--- config.mk ---
export PLATFORM = sky130hd
export DESIGN_NAME = port_power_mgmt_regs
export DESIGN_NICKNAME = d
export VERILOG_FILES = /design/src/port_pm_pkg.sv /design/src/port_power_mgmt_regs.sv
export SDC_FILE = /design/constraint.sdc
export NUM_CORES = 1
export LEC_CHECK = 0
export BUFFER_PORTS_ARGS = -buffer_cell sky130_fd_sc_hd__buf_2
export CORE_MARGIN = 1.5
export CORE_UTILIZATION = 46
export CTS_CLUSTER_DIAMETER = 50
export CTS_CLUSTER_SIZE = 14
export DETAILED_ROUTE_END_ITERATION = 10
export HOLD_SLACK_MARGIN = 0.03
export PLACE_DENSITY_LB_ADDON = 0.2
export SYNTH_ARGS = -nofsm -noshare
export SYNTH_HDL_FRONTEND = slang
export SYNTH_SLANG_ARGS = --single-unit
--- constraint.sdc ---
create_clock -name sys_clk -period 2.95 [get_ports sys_clk]
set_input_delay 0.885 -clock sys_clk [delete_from_list [all_inputs] [get_ports sys_clk]]
set_output_delay 0.885 -clock sys_clk [all_outputs]
set_load 0.02 [all_outputs]
--- src/port_pm_pkg.sv ---
// Purpose: constants for the port power management register bank
// Assumes: 32-bit word registers on an AHB-Lite slave
// Notes:   byte offsets, field positions, reset values
package port_pm_pkg;
   localparam logic [11:0] cap_upper_offset   = 12'h0_0c0;
   localparam logic [11:0] ctrl_status_offset = 12'h0_0c4;
   localparam logic [11:0] irq_status_offset  = 12'h0_100;
   localparam logic [11:0] irq_mask_offset    = 12'h0_104;
   localparam logic [11:0] event_ctrl_offset  = 12'h0_108;
   localparam int vendor_init_bit      = 21;
   localparam int wake_states_lsb      = 27;
   localparam int power_state_lsb      = 0;
   localparam int context_bit          = 3;
   localparam int wake_enable_bit      = 8;
   localparam int wake_status_bit      = 15;
   localparam logic [4:0] wake_states_reset = 5'h19;
   localparam logic       vendor_init_reset = 1'b0;
   localparam logic       context_reset     = 1'b1;
   localparam logic [1:0] state_d0          = 2'h0;
   localparam logic [1:0] state_d3hot       = 2'h3;
   localparam logic [3:0] cap_fixed_id      = 4'h0;
   localparam int irq_wake_bit   = 0;
   localparam int irq_d0_bit     = 1;
   localparam int irq_width      = 2;
   localparam logic [1:0] htrans_nonseq = 2'h2;
   localparam logic [2:0] hsize_word    = 3'h2;
endpackage : port_pm_pkg

--- src/port_power_mgmt_regs.sv ---
// Purpose: power management capability and control/status registers
// Assumes: one clock, AHB-Lite slave, zero wait states, always OKAY
// Notes:   sticky bits reset only by nrst, not by hot_reset
//
// The AHB-Lite slave port is this design's own decision.
`timescale 1ns/1ps
// Function
// vendor init bit defaults to zero
// aux current field always reads zero
// d1 and d2 support bits read zero
// wake states field defaults to 11001
// wake states writes change readback only
// no wake forwarding while in d3cold
// power state field reports and accepts state
// encodings one and two are reserved
// context flag defaults one, preserves context
// wake enable bit defaults zero, sticky
// hot reset leaves wake enable alone
// own wake sets status; write one clears
// forwarded wake leaves status unchanged
// upstream port never sets wake status
// data fields unimplemented, read zero
// bus power and clock bits read zero
// loader may preset wake enable
// capability bits 19 and 20 read zero
// reserved bits ignore writes, zero ignored
module port_power_mgmt_regs
   import port_pm_pkg::*;
#(
   parameter logic upstream_port = 1'b0
) (
   input  wire logic        sys_clk,
   input  wire logic        nrst,
   input  wire logic        hot_reset,
   input  wire logic        d3cold,
   input  wire logic        own_wake_event,
   input  wire logic        fwd_wake_in,
   input  wire logic        hsel,
   input  wire logic [31:0] haddr,
   input  wire logic [1:0]  htrans,
   input  wire logic        hwrite,
   input  wire logic [2:0]  hsize,
   input  wire logic [31:0] hwdata,
   input  wire logic        hready,
   output logic [31:0]      hrdata,
   output logic             hreadyout,
   output logic             hresp,
   output logic             wake_msg,
   output logic             fwd_wake_out,
   output logic             context_reset_pulse,
   output logic [1:0]       power_state_out,
   output logic             irq
);
   logic [4:0]  wake_states;
   logic        vendor_init;
   logic [1:0]  power_state;
   logic        context_flag;
   logic        wake_event_enable;
   logic        wake_event_status;
   logic [irq_width-1:0] irq_status;
   logic [irq_width-1:0] irq_mask;
   logic        wr_pend;
   logic [11:0] wr_addr;
   logic [31:0] rd_word;

   wire         addr_ok   = hsel && hready && htrans == htrans_nonseq;
   wire         wr_cap    = wr_pend && wr_addr == cap_upper_offset;
   wire         wr_csr    = wr_pend && wr_addr == ctrl_status_offset;
   wire         wr_ist    = wr_pend && wr_addr == irq_status_offset;
   wire         wr_imask  = wr_pend && wr_addr == irq_mask_offset;
   wire [1:0]   wr_state  = hwdata[power_state_lsb +: 2];
   wire         state_ok  = wr_state == state_d0 || wr_state == state_d3hot;
   // wake generation ignores the advertised wake states, fixed or readback copy
   wire         gen_wake  = own_wake_event && !upstream_port && !d3cold;
   wire         clr_wake  = wr_csr && hwdata[wake_status_bit];
   wire         leave_d3  = wr_csr && state_ok && power_state == state_d3hot
                            && wr_state == state_d0;
   wire [31:0]  cap_word  = {wake_states, 1'b0, 1'b0, 3'h0,
                             vendor_init, 5'h00, 16'h0_000};
   wire [31:0]  csr_word  = {16'h0_000, wake_event_status, 6'h00,
                             wake_event_enable, 4'h0, context_flag, 1'b0,
                             power_state};
   always_comb begin
      if (haddr[11:0] == cap_upper_offset)
         rd_word = cap_word;
      else if (haddr[11:0] == ctrl_status_offset)
         rd_word = csr_word;
      else if (haddr[11:0] == irq_status_offset)
         rd_word = {30'h0, irq_status};
      else if (haddr[11:0] == irq_mask_offset)
         rd_word = {30'h0, irq_mask};
      else
         rd_word = 32'h0_000;
   end
   wire [irq_width-1:0] irq_events = {leave_d3, gen_wake};
   wire [irq_width-1:0] next_irq_status =
      irq_events | (irq_status & ~(wr_ist ? hwdata[irq_width-1:0] : '0));

   always_ff @(posedge sys_clk or negedge nrst) begin
      if (!nrst) begin
         wr_pend <= 1'b0;
         wr_addr <= 12'h0_000;
         hrdata  <= 32'h0_000;
      end else begin
         wr_pend <= addr_ok && hwrite;
         wr_addr <= haddr[11:0];
         hrdata  <= (addr_ok && !hwrite) ? rd_word : 32'h0_000;
      end
   end

   always_ff @(posedge sys_clk or negedge nrst) begin
      if (!nrst) begin
         hreadyout <= 1'b1;
         hresp     <= 1'b0;
      end else begin
         hreadyout <= 1'b1;
         hresp     <= 1'b0;
      end
   end

   // capability fields
   always_ff @(posedge sys_clk or negedge nrst) begin
      if (!nrst) begin
         wake_states <= wake_states_reset;
         vendor_init <= vendor_init_reset;
      end else if (hot_reset) begin
         wake_states <= wake_states_reset;
         vendor_init <= vendor_init_reset;
      end else if (wr_cap) begin
         wake_states <= hwdata[wake_states_lsb +: 5];
         vendor_init <= hwdata[vendor_init_bit];
      end
   end

   // power state and context flag, reset to d0 and one by hot reset
   always_ff @(posedge sys_clk or negedge nrst) begin
      if (!nrst) begin
         power_state  <= state_d0;
         context_flag <= context_reset;
      end else if (hot_reset) begin
         power_state  <= state_d0;
         context_flag <= context_reset;
      end else if (wr_csr) begin
         if (state_ok)
            power_state <= wr_state;
         context_flag <= hwdata[context_bit];
      end
   end

   // sticky wake bits survive hot reset
   always_ff @(posedge sys_clk or negedge nrst) begin
      if (!nrst) begin
         wake_event_enable <= 1'b0;
         wake_event_status <= 1'b0;
      end else begin
         if (wr_csr)
            wake_event_enable <= hwdata[wake_enable_bit];
         // set wins over clear; forwarded events never touch it
         wake_event_status <= gen_wake | (wake_event_status & ~clr_wake);
      end
   end

   always_ff @(posedge sys_clk or negedge nrst) begin
      if (!nrst) begin
         irq_status <= '0;
         irq_mask   <= '0;
      end else begin
         irq_status <= next_irq_status;
         if (wr_imask)
            irq_mask <= hwdata[irq_width-1:0];
      end
   end

   always_ff @(posedge sys_clk or negedge nrst) begin
      if (!nrst) begin
         wake_msg            <= 1'b0;
         fwd_wake_out        <= 1'b0;
         context_reset_pulse <= 1'b0;
         power_state_out     <= state_d0;
         irq                 <= 1'b0;
      end else begin
         wake_msg            <= gen_wake && wake_event_enable;
         fwd_wake_out        <= fwd_wake_in && !d3cold;
         context_reset_pulse <= leave_d3 && !context_flag;
         power_state_out     <= power_state;
         irq                 <= |(next_irq_status & irq_mask);
      end
   end
endmodule : port_power_mgmt_regs

# Yosys cells after proc, flatten, opt, wreduce, memory -nomap -nowiden
# Index checks and enable logic that the tools add are counted.
# word_totals
regBits	66
word_cells	75
in_bits	78
# op_classes
eq_ne	11
n_bitwise	7
muxes	15
n_reduce_logical	26
# op_table
operator	n
two-way mux 32 bit	4
== test 12 x 8 -> 1 bit, second input constant	4
== test 12 x 9 -> 1 bit, second input constant	4
logical AND 1 bit	16
two-way mux 2 bit	5
two-way mux 5 bit	2
== test 2 bit, second input constant	3
nonzero test 2 bit	3
AND 2 bit	2
two-way mux 1 bit	4
zero test 1 bit	3
zero test 2 bit	1
inverter 2 bit	1
bitwise OR 2 bit	1
AND reduction 2 bit	1
OR reduction 2 bit	1
AND 1 bit	1
logical OR 1 bit	1
inverter 1 bit	1
bitwise OR 1 bit	1

# Logic depth before layout (Yosys ltp)
# depth
ltp_word	8
mapped_depth	5

# Worst setup path after synthesis
# OpenSTA, ideal clock, no wires.
# synth_timing
path_type	in2reg
startpoint	input port hwdata[0]
endpoint	register irq
n_path_buf	0
path_slack_ps	1080
cell_stages	5
t_arrival_ps	1746
setup_time_ps	123
cell_sequence	inv_1 ha_1 and4b_1 a22o_4 o2bb2ai_2
# synth_between
elab_chain_len	8
elab_cells_between_ends	12
# synth_lines
element	line	text
start, declared	port_power_mgmt_regs.sv:43	input wire logic [31:0] hwdata,
== test 2 bit / zero test 2 bit (equally long branches)	port_power_mgmt_regs.sv:72, port_power_mgmt_regs.sv:77	
logical OR 1 bit	port_power_mgmt_regs.sv:72	wire state_ok = wr_state == state_d0 || wr_state == state_d3hot;
logical AND 1 bit (2 in a row)	port_power_mgmt_regs.sv:76	wire leave_d3 = wr_csr && state_ok && power_state == state_d3hot
logical AND 1 bit (*)	port_power_mgmt_regs.sv:77	&& wr_state == state_d0;
bitwise OR 2 bit (*)	port_power_mgmt_regs.sv:97	irq_events | (irq_status & ~(wr_ist ? hwdata[irq_width-1:0] : '0));
net next_irq_status[1]	port_power_mgmt_regs.sv:96	wire [irq_width-1:0] next_irq_status =
AND 2 bit (*)	port_power_mgmt_regs.sv:186	irq <= |(next_irq_status & irq_mask);
OR reduction 2 bit (*)	port_power_mgmt_regs.sv:186	
end signal, assigned	port_power_mgmt_regs.sv:186	
end, declared	port_power_mgmt_regs.sv:52	output logic irq
# Mark *: on every way through the listed nets, which the timed path passes. The rest lies on a longest branch.
# A chain may end at the register's enable or synchronous reset.

# Final worst setup path
# layout_timing
startpoint	input port haddr[6]
endpoint	register hrdata[1]
# layout_between
elab_chain_len	6
elab_cells_between_ends	9
# layout_lines
element	line	text
start, declared	port_power_mgmt_regs.sv:39	input wire logic [31:0] haddr,
== test 12 x 9 -> 1 bit	port_power_mgmt_regs.sv:90	else if (haddr[11:0] == irq_mask_offset)
two-way mux 2 bit	port_power_mgmt_regs.sv:90	
two-way mux 32 bit	port_power_mgmt_regs.sv:88	else if (haddr[11:0] == irq_status_offset)
two-way mux 32 bit	port_power_mgmt_regs.sv:86	else if (haddr[11:0] == ctrl_status_offset)
two-way mux 32 bit (*)	port_power_mgmt_regs.sv:84	if (haddr[11:0] == cap_upper_offset)
two-way mux 32 bit (*)	port_power_mgmt_regs.sv:107	hrdata <= (addr_ok && !hwrite) ? rd_word : 32'h0_000;
end signal, assigned	port_power_mgmt_regs.sv:107	
end, declared	port_power_mgmt_regs.sv:45	output logic [31:0] hrdata,
# Mark *: on every way between the ends. The rest lies on a longest branch, timed or not.

==> run metrics <==
run status finished clean; number of nets in the layout approximately 300; fraction of final layout cells sized beyond drive strength 1 0.335; number of sinks on the clock net 45; flip-flop and latch count after synthesis 45; switching power ~0.00027 W; placed cell areas around 0.0022 mm^2; # diodes 0; overall via count from detail_route around 1300; fraction of the mapped netlist area in compound gates 0.0643; drc violations 0; sort of element at the end of the critical path flop; initial standard-cell utilization of the core 0.483; Final TNS setup 0 ns; Register-to-Register Path Depth 4; DPL Wire Length between 2000 and 3000 um; cell area power density ~550 mW/mm^2; Final Max Tran Viols 0; LEAKAGE around 1.2 nW; number of buffers inserted during clock tree synthesis 5; clock insertion delay at the later pin of the skew report roughly 0.3 ns; Die Y 68.1 um; count of cells resized by post-cts repair 0; HP Class flop to flop; total grt overflow 0; arithmetic-cell share of the synthesized area counting full adders, half adders and majority gates 0.00643; maximum clock frequency around 0.54 GHz; hold buffer count at cts 0; global router's overall resource usage 0.168; met2 track demand over resource in global routing 0.277; final worst-path cycle share 0.622; startpoint-to-endpoint class of the critical path input port to flop; data required time at the worst endpoint roughly 3.2 ns; endpoints failing hold 0; count of yosys warnings during synthesis 0; RSZ-0062 raised after global routing false; first-pass GRT wire length approximately 5500 um; per-instance average area after synthesis around 12 um^2; mux contribution to synthesized area 0.0270; Hold Crit Depth 0; skew final around 0.0067 ns; sequential cell fraction of total power 0.503; headroom to the max-slew limit 0.373; final WL approximately 3500 um; IR drop worst, VDD ~0.30 mV; combinational family with the most area after synthesis simple AND/OR/NAND/NOR gates; clock tree from TritonCTS yes; sort of element at the start of the critical path input port; switching share of power 0.213; maximum fanout along the worst path 4; area share of xor/xnor cells in the synthesized design 0; final weighted congestion in routability-driven placement about 0.83; number of fill cells 380; arrival time reported for the critical path endpoint 2.05 ns; full die area roughly 0.0046 mm^2; instance count of the mapped netlist ~160; gr busiest metal met2; synthesized-area fraction occupied by and/or/nand/nor cells 0.217; number of detailed-routing iterations run before antenna repair 4; area inside the core boundary ~0.004 mm^2; iteration-0 DRC count of the detailed router 46; internal power between 0.0009 and 0.001 W; summed instance area of the synthesized netlist 0.00195 mm^2; Yosys cell types 39; largest net degree at the start of global routing 46; I/O Buffers 50; floorplan die width a little under 70 um; clk slew on worst S/H paths 0.08 ns; initial antenna violation count 0; Final setup viols 0; cell chosen for the clock root sky130_fd_sc_hd__clkbuf_8; WL/cell around 13 um; placement row count 23; number of maximum-capacitance violations 0; GR met3 Demand/Resource 0.0461; proportion of synthesized chip area in sequential cells 0.581; met1 Track Usage GR 0.201; clock power share 0.425; transition time at the pin with the least slew margin around 0.94 ns; top-level I/O count between 100 and 150; critical path launch point haddr[6]; finished layout cell area 0.00230 mm^2; number of post-CTS setup repair buffers 0; launch instance of the worst min-delay path power_state[1]; final worst path period need ~1.8 ns; maximum level of the CTS H-tree 2; buffer depth of the longest clock path 2; vias in the first global route 1220; via/cell ratio roughly 4.8; Area Growth Syn to Fin 17.9%; worst flop-to-flop path startpoint wr_addr[1]; DRT antenna net count 0; combinational cell fraction of total power 0.072
[kinds of logic after synthesis]
logic type | Yosys count
other | 2
DFF | 45
muxes | 5
AOI/OAI and AO/OA | 17
buffers and inverters | 29
adders and majority gates | 1
and+or+nand+nor | 64
[worst max-delay path: stages]
cell	delay [ns]
sky130_fd_sc_hd__buf_2	0.12
sky130_fd_sc_hd__nor3b_1	0.47
sky130_fd_sc_hd__a21oi_1	0.14
sky130_fd_sc_hd__mux2_2	0.28
sky130_fd_sc_hd__nor3_1	0.15
[per-stage QoR]
| stage | hold slack (ns) | worst slack [ns] | total power, W | cells | utilization |
|---|---|---|---|---|---|
| 2_1_floorplan | 0.382 | 1.08 | 0.000715 | 184 | - |
| 3_3_place_gp | 0.412 | 0.814 | 0.000732 | 260 | 0.537 |
| 5_1_grt | 0.469 | 0.998 | 0.00131 | 268 | 0.570 |
| 3_5_place_dp | 0.425 | 0.804 | 0.000736 | 260 | 0.537 |
| 6_report | 0.449 | 1.11 | 0.00126 | 268 | 0.570 |
| 4_1_cts | 0.444 | 1.11 | 0.00127 | 268 | 0.570 |
[layer usage]
layer	up-vias	share of wire	routed length, um
li1	620	-	-
met1	618	0.41	1420
met2	52	0.51	1780
met3	8	0.064	223
met4	0	0.020	70
met5	-	0	0
[sequential cells by signal, indices dropped and copies added, names as in the netlist]
| register | cells |
|---|---|
| irq_status | 2 |
| context_reset_pulse | 1 |
| irq | 1 |
| wake_states | 5 |
| wake_event_enable | 1 |
| wr_addr | 12 |
| vendor_init | 1 |
| wr_pend | 1 |
| irq_mask | 2 |
| power_state_out | 2 |
| fwd_wake_out | 1 |
| wake_msg | 1 |
| power_state | 2 |
| wake_event_status | 1 |
| hrdata | 11 |
| context_flag | 1 |
[cell usage after synthesis]
master / number / area [um^2]
sky130_fd_sc_hd__nor3b_1: 2 / 15.0
sky130_fd_sc_hd__mux2_2: 2 / 22.5
sky130_fd_sc_hd__a21oi_1: 4 / 20.0
sky130_fd_sc_hd__nor2_1: 10 / 37.5
sky130_fd_sc_hd__and4_1: 1 / 8.76
sky130_fd_sc_hd__inv_1: 5 / 18.8
sky130_fd_sc_hd__nor3_1: 3 / 15.0
sky130_fd_sc_hd__nor4_2: 1 / 12.5
sky130_fd_sc_hd__dfrtp_1: 41 / 1030
sky130_fd_sc_hd__o2bb2ai_2: 1 / 15.0
sky130_fd_sc_hd__nor4b_4: 1 / 23.8
sky130_fd_sc_hd__nor2_2: 1 / 6.26
sky130_fd_sc_hd__conb_1: 2 / 7.51
sky130_fd_sc_hd__a22o_4: 1 / 17.5
sky130_fd_sc_hd__and3b_1: 2 / 17.5
sky130_fd_sc_hd__and2_1: 11 / 68.8
sky130_fd_sc_hd__a211o_1: 3 / 26.3
sky130_fd_sc_hd__and4_4: 1 / 11.3
sky130_fd_sc_hd__ha_1: 1 / 12.5
sky130_fd_sc_hd__nand2_1: 12 / 45.0
sky130_fd_sc_hd__a21o_1: 1 / 7.51
sky130_fd_sc_hd__dfstp_2: 4 / 105
sky130_fd_sc_hd__nand4_4: 1 / 21.3
sky130_fd_sc_hd__nand3_1: 1 / 5.00
sky130_fd_sc_hd__o21ai_1: 2 / 10.0
sky130_fd_sc_hd__nor4bb_1: 1 / 10.0
sky130_fd_sc_hd__nand3b_1: 4 / 30.0
sky130_fd_sc_hd__nand2b_1: 1 / 6.26
sky130_fd_sc_hd__nand4_1: 4 / 25.0
sky130_fd_sc_hd__and4b_1: 2 / 20.0
sky130_fd_sc_hd__a32oi_1: 1 / 8.76
sky130_fd_sc_hd__o21ai_0: 4 / 20.0
sky130_fd_sc_hd__nor3_2: 1 / 10.0
sky130_fd_sc_hd__buf_4: 23 / 173
sky130_fd_sc_hd__nor2b_1: 2 / 12.5
sky130_fd_sc_hd__buf_1: 1 / 3.75
sky130_fd_sc_hd__mux2i_1: 3 / 30.0
sky130_fd_sc_hd__nor4b_2: 1 / 15.0
sky130_fd_sc_hd__nor4_1: 1 / 6.26
[layout make-up]
class / instances / area (um^2) / share of cell area
repair buffers: 50 / 250 / 0.109
multi-input cells: 110 / 699 / 0.305
inverters: 5 / 18.8 / 0.00817
well taps: 50 / 62.6 / 0.0272
clock inverters: 3 / 65.1 / 0.0283
flip-flops and latches: 45 / 1130 / 0.493
clock buffers: 5 / 68.8 / 0.0300
[cell usage in the layout, fill, tap and decap left out, drive strengths merged, types with 2 or more instances in the layout]
cell type	instances
nor4b	2
clkbuf	5
dfrtp	41
buf	50
bufinv	2
mux2	2
nor3b	2
nor4	2
nand2	12
inv	5
a21oi	4
nor2	11
a211o	3
o21ai	6
dfstp	4
nand4	5
mux2i	3
conb	23
and4	2
nor3	4
nand3b	4
and2	11
and3b	2
and4b	2
nor2b	2
[worst paths after layout]
kind | slack, ns | endpoint
hold / removal | 0.45 | power_state_out[1]
setup reg to reg | 1.26 | irq
hold reg to reg | 0.45 | power_state_out[1]
setup / recovery | 1.11 | hrdata[1]
min in group asynchronous | 0.73 | fwd_wake_out
max in group asynchronous | 1.64 | vendor_init
[power by group through the flow]
stage               registers, W   logic, W  clock network, W
floorplan               0.000646  0.0000687                 0
global placement        0.000644  0.0000880                 0
detailed placement      0.000645  0.0000906                 0
CTS                     0.000633  0.0000910          0.000547
global route            0.000634   0.000101          0.000578
finish                  0.000633  0.0000904          0.000534
Note: power is estimated with default switching activity, not from simulation.
